===== config.mk =====
export PLATFORM = sky130hd
export DESIGN_NAME = encoder_serial_master_flat
export DESIGN_NICKNAME = d
export VERILOG_FILES = /design/src/shared/enc_link_pkg.sv /design/src/shared/enc_link_if.sv /design/src/logic/encoder_serial_master.sv /design/src/flat_wrapper.sv
export SDC_FILE = /design/constraint.sdc
export NUM_CORES = 1
export LEC_CHECK = 0
export BUFFER_PORTS_ARGS = -buffer_cell sky130_fd_sc_hd__buf_2
export CAP_MARGIN = 20
export CORE_MARGIN = 3
export CORE_UTILIZATION = 45
export DETAILED_ROUTE_END_ITERATION = 12
export HOLD_SLACK_MARGIN = 0.12
export PLACE_DENSITY = 0.74
export SLEW_MARGIN = 20
export SYNTH_ARGS = -nofsm -noshare
export SYNTH_HDL_FRONTEND = slang
export SYNTH_SLANG_ARGS = --single-unit

===== constraint.sdc =====
create_clock -name mclk -period 4.7 [get_ports mclk]
set_input_delay 0.94 -clock mclk [delete_from_list [all_inputs] [get_ports mclk]]
set_output_delay 0.94 -clock mclk [all_outputs]
set_load 0.02 [all_outputs]

===== src/shared/enc_link_pkg.sv =====
// shared constants, state codes and the frame checksum for the position link
`default_nettype none
package enc_link_pkg;

  // ----------------------------------------------------------------
  // clock and timing
  // ----------------------------------------------------------------
  localparam int unsigned MCLK_HZ = 10_000_000;
  localparam int unsigned MCLK_NS = 100;
  // idle time that ends a frame on the slave: monoflop and frame timeout
  localparam int unsigned TIMEOUT_NS = 25_000;
  localparam int unsigned TIMEOUT_CYC = (TIMEOUT_NS + MCLK_NS - 1) / MCLK_NS;
  // least pause the master keeps after its last edge
  localparam int unsigned PAUSE_NS = 26_000;
  // slave sees our edges a few cycles late; stay strictly above the pause
  localparam int unsigned SLAVE_LAG_CYC = 4;
  localparam int unsigned PAUSE_CYC = (PAUSE_NS + MCLK_NS - 1) / MCLK_NS + SLAVE_LAG_CYC;
  localparam int unsigned TIMER_W = 10;
  // position refresh rate
  localparam int unsigned UPDATE_HZ_DEFAULT = 35_000;
  localparam int unsigned UPDATE_HZ_MIN = 1_000;
  localparam int unsigned UPDATE_HZ_MAX = 375_000;
  localparam int unsigned REFRESH_W = 16;
  // link clock: half period in mclk cycles
  localparam int unsigned LINK_HZ_MIN = 100_000;
  localparam int unsigned HALF_DIV_DEFAULT = 5;
  localparam int unsigned HALF_DIV_MIN = 4;
  localparam int unsigned HALF_DIV_MAX = MCLK_HZ / (2 * LINK_HZ_MIN);

  // ----------------------------------------------------------------
  // frame layout
  // ----------------------------------------------------------------
  localparam int unsigned RES_DEFAULT = 20;
  localparam int unsigned RES_MIN = 17;
  localparam int unsigned RES_MAX = 20;
  localparam int unsigned FRAME_EXTRA = 11; // ack, start, zero, error, warning, 6 crc
  localparam int unsigned ERR_POS = 7;
  localparam int unsigned WARN_POS = 6;
  localparam int unsigned CRC_W = 6;
  localparam logic [5:0] CRC_POLY = 6'h03; // x^6 + x^1 + x^0
  localparam logic [2:0] HEAD_BITS = 3'h2; // ack 0, start 1, zero 0

  // ----------------------------------------------------------------
  // state codes
  // ----------------------------------------------------------------
  typedef enum logic [2:0] {
    DEV_IDLE  = 3'h1,
    DEV_SHIFT = 3'h2,
    DEV_HOLD  = 3'h4
  } dev_state_e;

  typedef enum logic [2:0] {
    HOST_IDLE  = 3'h1,
    HOST_CLOCK = 3'h2,
    HOST_WAIT  = 3'h4
  } host_state_e;

  // crc over the low len bits of d, msb first, zero seed
  function automatic logic [5:0] crc6(input logic [31:0] d, input int unsigned len);
    logic [5:0] c;
    logic       fb;
    c = 6'h00;
    for (int i = 31; i >= 0; i--)
    begin
      if (i < len)
      begin
        fb = c[5] ^ d[i];
        c = {c[4:0], 1'b0};
        if (fb)
        begin
          c = c ^ CRC_POLY;
        end
      end
    end
    return c;
  endfunction

endpackage
`default_nettype wire


===== src/shared/enc_link_if.sv =====
// link wires between position master and encoder slave
`timescale 1ns/100ps
`default_nettype none
interface enc_link_if;
  // each wire stands for one differential pair; in setup mode the clock
  // pair carries the master's serial transmit and the data pair the reply
  logic sclk;
  logic sdata;

  modport device (input sclk, output sdata);
  modport host (output sclk, input sdata);
endinterface
`default_nettype wire


===== src/logic/encoder_serial_master.sv =====
// controller end: clocks position frames out of the encoder and checks them
`timescale 1ns/100ps
`default_nettype none
module encoder_serial_master
  import enc_link_pkg::*;
#(
  parameter int unsigned RES      = RES_DEFAULT,
  parameter bit          HAS_BIT  = 1'b1,
  parameter int unsigned HALF_DIV = HALF_DIV_DEFAULT
)
(
  input  wire logic           mclk,
  input  wire logic           rst_n,
  enc_link_if.host            link,
  input  wire logic           bissMode,
  input  wire logic           setupMode,
  input  wire logic           setupTx,
  output logic                setupRx,
  input  wire logic           start,
  output logic                ready,
  output logic [RES-1:0]      position,
  output logic                statusOk,
  output logic                warnBit,
  output logic                crcOk,
  output logic                frameOk,
  output logic                done
);

  // ----------------------------------------------------------------
  // sizes and checks
  // ----------------------------------------------------------------
  localparam int unsigned FW = RES + FRAME_EXTRA;
  localparam int unsigned SSI_LEN = RES + (HAS_BIT ? 1 : 0);

  if (RES < RES_MIN || RES > RES_MAX)
  begin : g_res_check
    $error("resolution out of range");
  end
  if (HALF_DIV < HALF_DIV_MIN || HALF_DIV > HALF_DIV_MAX)
  begin : g_div_check
    $error("link clock divider out of range");
  end

  // ----------------------------------------------------------------
  // state
  // ----------------------------------------------------------------
  typedef struct packed {
    host_state_e        st;
    logic               dMeta;
    logic               dSync;
    logic               biss;
    logic [5:0]         halfCnt;
    logic [5:0]         riseCnt;
    logic               sclk;
    logic [TIMER_W-1:0] timer;
    logic [FW-1:0]      rx;
    logic [RES-1:0]     pos;
    logic               statOk;
    logic               warn;
    logic               crcGood;
    logic               frmGood;
    logic               done;
  } state_s;

  localparam state_s RST_VAL = '{
    st:      HOST_IDLE,
    dMeta:   1'b1,
    dSync:   1'b1,
    sclk:    1'b1,
    default: '0
  };

  state_s     stateReg;
  state_s     stateNext;
  logic [5:0] nBits;
  logic       crcMatch;

  // frame length in bits for the active protocol
  assign nBits = stateReg.biss ? 6'(FW) : 6'(SSI_LEN);

  // received crc is inverted; start and zero bits are outside it
  assign crcMatch = (~stateReg.rx[5:0]) ==
                    crc6(32'(stateReg.rx[FW-4:6]), RES + 2);

  // ----------------------------------------------------------------
  // next state
  // ----------------------------------------------------------------
  always_comb
  begin
    stateNext = stateReg;
    stateNext.dMeta = link.sdata;
    stateNext.dSync = stateReg.dMeta;
    stateNext.done = 1'b0;

    case (stateReg.st)
      HOST_IDLE:
      begin
        // clock idles high; in setup mode it carries our service transmit
        stateNext.sclk = setupMode ? setupTx : 1'b1;
        if (start && !setupMode)
        begin
          stateNext.biss = bissMode;
          stateNext.sclk = 1'b0;
          stateNext.halfCnt = '0;
          stateNext.riseCnt = '0;
          stateNext.st = HOST_CLOCK;
        end
      end
      HOST_CLOCK:
      begin
        // divider: one toggle per half period, frame length plus one rises
        if (stateReg.halfCnt == 6'(HALF_DIV - 1))
        begin
          stateNext.halfCnt = '0;
          stateNext.sclk = ~stateReg.sclk;
          if (!stateReg.sclk)
          begin
            // each rise after the first takes the bit shifted on the last one
            if (stateReg.riseCnt != 6'h00)
            begin
              stateNext.rx = {stateReg.rx[FW-2:0], stateReg.dSync};
            end
            stateNext.riseCnt = stateReg.riseCnt + 1'b1;
            if (stateReg.riseCnt == nBits)
            begin
              stateNext.timer = '0;
              stateNext.st = HOST_WAIT;
            end
          end
        end
        else
        begin
          stateNext.halfCnt = stateReg.halfCnt + 1'b1;
        end
      end
      HOST_WAIT:
      begin
        // decode once, then hold off the next request
        if (stateReg.timer == '0)
        begin
          stateNext.done = 1'b1;
          if (stateReg.biss)
          begin
            stateNext.pos = stateReg.rx[FW-4 -: RES];
            stateNext.statOk = stateReg.rx[ERR_POS];
            stateNext.warn = stateReg.rx[WARN_POS];
            stateNext.crcGood = crcMatch;
            stateNext.frmGood = crcMatch && (stateReg.rx[FW-1 -: 3] == HEAD_BITS);
          end
          else
          begin
            stateNext.pos = stateReg.rx[SSI_LEN-1 -: RES];
            stateNext.statOk = HAS_BIT ? ~stateReg.rx[0] : 1'b1;
            stateNext.warn = 1'b0;
            stateNext.crcGood = 1'b1;
            stateNext.frmGood = 1'b1;
          end
        end
        // pause covers both the frame timeout and the request spacing
        if (stateReg.timer == TIMER_W'(PAUSE_CYC - 1))
        begin
          stateNext.st = HOST_IDLE;
        end
        else
        begin
          stateNext.timer = stateReg.timer + 1'b1;
        end
      end
      default:
      begin
        stateNext = RST_VAL;
      end
    endcase
  end

  // ----------------------------------------------------------------
  // registers
  // ----------------------------------------------------------------
  always_ff @(posedge mclk or negedge rst_n)
  begin
    if (!rst_n)
    begin
      stateReg <= RST_VAL;
    end
    else
    begin
      stateReg <= stateNext;
    end
  end

  // outputs
  assign link.sclk = stateReg.sclk;
  assign setupRx = stateReg.dSync;
  assign ready = (stateReg.st == HOST_IDLE) && !setupMode;
  assign position = stateReg.pos;
  assign statusOk = stateReg.statOk;
  assign warnBit = stateReg.warn;
  assign crcOk = stateReg.crcGood;
  assign frameOk = stateReg.frmGood;
  assign done = stateReg.done;

endmodule
`default_nettype wire


===== src/flat_wrapper.sv =====
// flat-port wrapper written by rule: the top's interface ports become plain ports
module encoder_serial_master_flat import enc_link_pkg::*;
#(
  parameter int unsigned RES      = RES_DEFAULT,
  parameter bit          HAS_BIT  = 1'b1,
  parameter int unsigned HALF_DIV = HALF_DIV_DEFAULT
)
  (mclk, rst_n, bissMode, setupMode, setupTx, setupRx, start, ready, position, statusOk, warnBit, crcOk, frameOk, done, link_sclk, link_sdata);
  enc_link_if link_i ();
  input  wire logic mclk;
  input  wire logic rst_n;
  input  wire logic bissMode;
  input  wire logic setupMode;
  input  wire logic setupTx;
  output logic setupRx;
  input  wire logic start;
  output logic ready;
  output logic [RES-1:0] position;
  output logic statusOk;
  output logic warnBit;
  output logic crcOk;
  output logic frameOk;
  output logic done;
  output wire logic [$bits(link_i.sclk)-1:0] link_sclk;
  input wire logic [$bits(link_i.sdata)-1:0] link_sdata;
  assign link_sclk = link_i.sclk;
  assign link_i.sdata = link_sdata;
  encoder_serial_master #(.RES(RES), .HAS_BIT(HAS_BIT), .HALF_DIV(HALF_DIV)) u_core (.mclk(mclk), .rst_n(rst_n), .link(link_i), .bissMode(bissMode), .setupMode(setupMode), .setupTx(setupTx), .setupRx(setupRx), .start(start), .ready(ready), .position(position), .statusOk(statusOk), .warnBit(warnBit), .crcOk(crcOk), .frameOk(frameOk), .done(done));
endmodule

* Word-level counts from Yosys, hierarchy flattened
Index checks and enable logic that the tools add are counted.
** Storage, ports and cells
- Bits in registers :: 85
- Latch bits :: 0
- Memory bits (writable) :: 0
- ROM bits :: 0
- Output and inout bits :: 28
- Logic and storage cells :: 148
- Memories :: 0
** Cells by class
- Add/sub/neg operators :: 3
- Multipliers :: 0
- Divide/modulo/power cells :: 0
- Magnitude comparators :: 0
- Equality and inequality tests :: 16
- Shifts and indexed selects :: 0
- Muxes and demuxes :: 46
- Bitwise gates (word level) :: 50
- Reduce and logical (&&, ||, !) cells :: 18
** Operator list (number)
- 31-bit case mux with 2 select lines :: 1
- 25-bit case mux with 2 select lines :: 1
- 48-bit two-way mux :: 1
- 2-bit two-way mux :: 23
- 2-bit NOT :: 21
- 41-bit two-way mux :: 1
- 13-bit case mux with 3 select lines :: 1
- 31-bit two-way mux :: 1
- 10-bit case mux with 3 select lines :: 1
- 25-bit two-way mux :: 1
- 24-bit two-way mux :: 1
- 10-bit two-way mux :: 2
- 1-bit XOR :: 17
- 3-bit two-way mux :: 5
- 14-bit two-way mux :: 1
- 6-bit by 1-bit adder with 6-bit output (second input constant) :: 2
- 6-bit == test :: 2
- 6-bit two-way mux :: 2
- 2-bit by 1-bit inequality test with 1-bit output (second input constant) :: 6
- 10-bit by 1-bit adder with 10-bit output (second input constant) :: 1
- 10-bit by 9-bit == test with 1-bit output (second input constant) :: 1
- 10-bit zero test :: 1
- 5-bit AND reduction :: 2
- 3-bit case mux with 3 select lines :: 1
- other kinds (18) :: 37

* Depth between registers and ports, before layout
- Word-level depth :: 48
- Depth in mapped cells :: 10

* Worst setup path before layout
No wires, ideal clock.
- Path kind :: register -> register
- From :: reg u_core.stateReg[41] (netlist name)
- To :: reg u_core.stateReg, in the netlist u_core.frameOk
- Library setup time :: 0.067 ns
- Arrival :: 2.408 ns
- Path slack :: 2.225 ns
- Stages on the path, launching flop included :: 8
- Path buffers :: 0
- Cell sequence :: dfrtp_1 > xnor3_1 > xnor2_1 > xnor3_1 > xnor2_1 > or3_1 > a2111oi_2 > a221o_1
** Between the ends
- Word-level cells in the longest chain between the ends :: 13
- Elaborated cells between the ends (all ways) :: 18
- Those cells by class :: eq/ne (1); mux (9); bitwise (7); reduce/logical (1)
** RTL lines
- start, declared :: line encoder_serial_master.sv:73 : state_s stateReg;
- start signal, assigned :: line encoder_serial_master.sv:187 : stateReg <= stateNext;
- 1-bit XOR (*) :: line enc_link_pkg.sv:67 : fb = c[5] ^ d[i];
- 2-bit two-way mux (*) :: line enc_link_pkg.sv:69 : if (fb)
- 2-bit NOT (no line)
- 2-bit two-way mux :: line enc_link_pkg.sv:69
- 1-bit XOR :: line enc_link_pkg.sv:67
- 2-bit two-way mux :: line enc_link_pkg.sv:69
- 2-bit NOT (no line)
- 2-bit two-way mux :: line enc_link_pkg.sv:69
- 6-bit == test (*) :: line encoder_serial_master.sv:82 : assign crcMatch = (~stateReg.rx[5:0]) ==
- 1-bit logical AND (*) :: line encoder_serial_master.sv:148 : stateNext.frmGood = crcMatch && (stateReg.rx[FW-1 -: 3] == HEAD_BITS);
- 24-bit two-way mux (*) :: line encoder_serial_master.sv:142 : if (stateReg.biss)
- 25-bit two-way mux (*) :: line encoder_serial_master.sv:139 : if (stateReg.timer == '0)
- 25-bit case mux with 2 select lines (*) :: line encoder_serial_master.sv:95 : case (stateReg.st)
Mark *: on every way between the ends. The rest lies on a longest branch, timed or not. The select of a mux whose other input is x is not followed.
A chain may end at the register's enable or synchronous reset.

* Worst setup path after layout
Same ends and word-level chain as after synthesis.

==> results.toml <==
[run_status]
status = "finished clean"

[grt]
overflow = 0
grt_usage_pct = 17.0
grt_pass1_vias = 3237
grt_max_degree = 86
antenna_found_initial = 0
grt_pass1_wl_um = 15500

[setup_path]
path_cells = "xnor3_1, xnor2_1, xnor3_1, xnor2_1, or3_1, a2111oi_2, a221o_1"
r2r-end = "u_core.frameOk"
crit_end = "u_core.frameOk"
r2r_start = "u_core.stateReg[41]"
cpLargestDelayFamily = "XOR/XNOR gates"
cp_data_arrival_time_ns = 2.94
cp_max_fo = 5
crit_path_end_kind = "register"
startpoint = "u_core.stateReg[41]"
r2r_cells = 7
worst-setup-path-type = "register to register"
slowest_stage = "xnor3_1"
critPathBufInv = 0
startpoint_type = "register"
cp_slowest_stage_delay_ns = 0.46
cp.depth = 7
crit_required_ns = 4.99
r2r_slack_ns = 2.05

[yosys]
netlist_instances = 479
synthSimpleGateAreaFrac_pct = 17.0
ys_ff_latch = 85
netlist_top_cells_count = "nand2_1 (101), dfrtp_1 (81), o21ai_0 (80), nor2_1 (25), mux2i_1 (23)"
yosys.area.top_type_share_pct = 45.0
synth_top_family_by_area = "simple AND/OR/NAND/NOR gates"
ys_async_sr_fraction_pct = 100
synth_enable_flop_cells = 0
ys_seq_area_share_pct = 47.3
yosysMostFrequentCell = "nand2_1"
synth_top_area_cell = "dfrtp_1"
synth.area.top_cells = "dfrtp_1 (45%), o21ai_0 (8.9%), nand2_1 (8.4%), mux2i_1 (5.1%), xnor2_1 (3.7%)"
syn-num-nets = 492
synth.avg_cell_area_um2 = 9.40
synth_fa_ha_area_share_pct = 1.67
synth-compound-area-share_pct = 12.7
synth_xor_xnor_area_share_pct = 10.0
synth_cell_types = 44
ys.flop_type = "dfrtp_1"
syn_area_mm2 = 0.00450
synthMuxAreaShare_pct = 5.36
yosysWarnings = 0

[cells_and_area]
fillCellCount = 867
area_growth_pct = 8.86
drive_gt1_share_pct = 13.3
antenna_cells = 0
nets = 497

[timing]
setup_viol = 0
min_period_ns = 2.65
hold_viol_final = 0
max_freq_mhz = 377
final_max_slew_viol_count = 0
hold_ws_ns = 0.479
fin_worst_skew_ns = 0.00836
maxSlewHeadroom_pct = 50.1
fin_crit_sh_pct = 56.5
tns_ns = 0
rsz0062_at_grt = "false"
tightest_slew_ns = 0.749

[floorplanning]
io_pins = 35
core_area_mm2 = 0.00950
initial_core_util_pct = 47.4
fp.dieArea_mm2 = 0.0112
die_x_um = 106
rows = 35
die_h_um = 106

[power_and_ir_drop]
leakagePower_nw = 2.22
peakVddDrop_v = 0.000286
power_density_mw_per_mm2 = 389

[placement]
place_congestion = 0.864
io_buffers = 34
dp_hpwl_um = 6070

[detailed_routing]
detail_route.vias_per_cell = 5.29
drt-total-wl_um = 8970
routedWlPerCell_um = 14.5
vias = 3267
drt_iter0_drc = 168
dr.pass1.iters = 4
drc = 0
antenna_left = 0

[clock_tree]
clk-insertion-delay-late_ns = 0.35
cts.sinks = 85
cts-root-buf = "clkbuf_8"
cts_made_buffers = 9
cts_hold_buf = 0
cts_buffer_depth = 2
cts_tree = "yes"
clk_pin_slew_ns = 0.08
cts_setup_buffers = 0
cts_resized = 0
htree_num_levels = 3

[hold_path]
holdPathStages = 2
hold_class = "register to register"

[run]
cap_violations = 0
-- layout make-up --
type	instances	area [um2]	share of cell area (%)
multi-input combinational	343	2120	43.2
sequential	85	2130	43.5
tap	129	161	3.29
clock inverter	6	135	2.76
timing repair buffer	37	199	4.06
inverter	8	30.0	0.612
clock buffer	10	128	2.60
-- state kept, by name, indices dropped and copies added, names as in the netlist --
register and flops:
u_core.link.sclk 1, u_core.crcOk 1, u_core.setupRx 1, u_core.warnBit 1, u_core.frameOk 1, u_core.statusOk 1, u_core.stateReg 58, u_core.position 20
u_core.done 1
-- report_power, final --
group          leakage [nW]  internal [mW]  switching [mW]  total (mW)
combinational         0.921          0.110           0.336       0.446
sequential             1.17          0.771          0.0321       0.803
clock                 0.123          0.407           0.252       0.659
-- placed cells by master (no fill, tap or decap), types with 6 or more instances in the layout --
| cell type | instances |
|---|---|
| nand2_1 | 101 |
| dfrtp_1 | 81 |
| o21ai_0 | 80 |
| buf_2 | 33 |
| nor2_1 | 24 |
| mux2i_1 | 23 |
| xnor2_1 | 19 |
| nand2b_1 | 9 |
| and3_1 | 9 |
| clkbuf_8 | 9 |
| inv_1 | 8 |
| a21oi_1 | 7 |
| nand4_1 | 7 |
| xor2_1 | 7 |
| xnor3_1 | 6 |
| ha_1 | 6 |
-- worst min-delay path: stages, from the launching register on --
cell	delay, ns
dfrtp_1	0.34
nand2_1	0.04
o21ai_0	0.06
-- how the worst min path moves through the flow --
stage | startpoint | endpoint | slack [ns]
after floorplan | u_core.stateReg[65] | u_core.stateReg[65] | 0.44
after global placement | u_core.position[17] | u_core.position[17] | 0.46
after detailed placement | u_core.position[11] | u_core.position[11] | 0.47
after CTS | u_core.position[11] | u_core.position[11] | 0.48
after global routing | u_core.stateReg[81] | u_core.setupRx | 0.50
final | u_core.position[7] | u_core.position[7] | 0.48
-- per-layer routing --
layer	vias up	share of wire [%]	track usage [%]
li1	1620	-	-
met1	1553	46	22.7
met2	84	47	27.6
met3	10	5.6	4.25
met4	0	1.2	4.90
met5	-	0	0
-- logic make-up after synthesis --
kind of cell,count (synthesis)
compound gates,104
xor+xnor,36
fa+ha+maj,6
buf+inv,51
flops,85
mux,24
simple gates,173
-- through the flow --
step | utilization (%) | power, mW | worst slack [ns] | instances | cell area (um2)
2_1_floorplan | - | 1.14 | 2.23 | 479 | 4500
3_3_place_gp | 48.7 | 1.24 | 2.09 | 602 | 4630
3_5_place_dp | 48.7 | 1.25 | 1.99 | 602 | 4630
4_1_cts | 51.5 | 1.92 | 2.03 | 618 | 4890
5_1_grt | 51.6 | 2.02 | 1.72 | 618 | 4900
6_report | 51.6 | 1.91 | 2.05 | 618 | 4900
(Power assumes the default switching activity.)
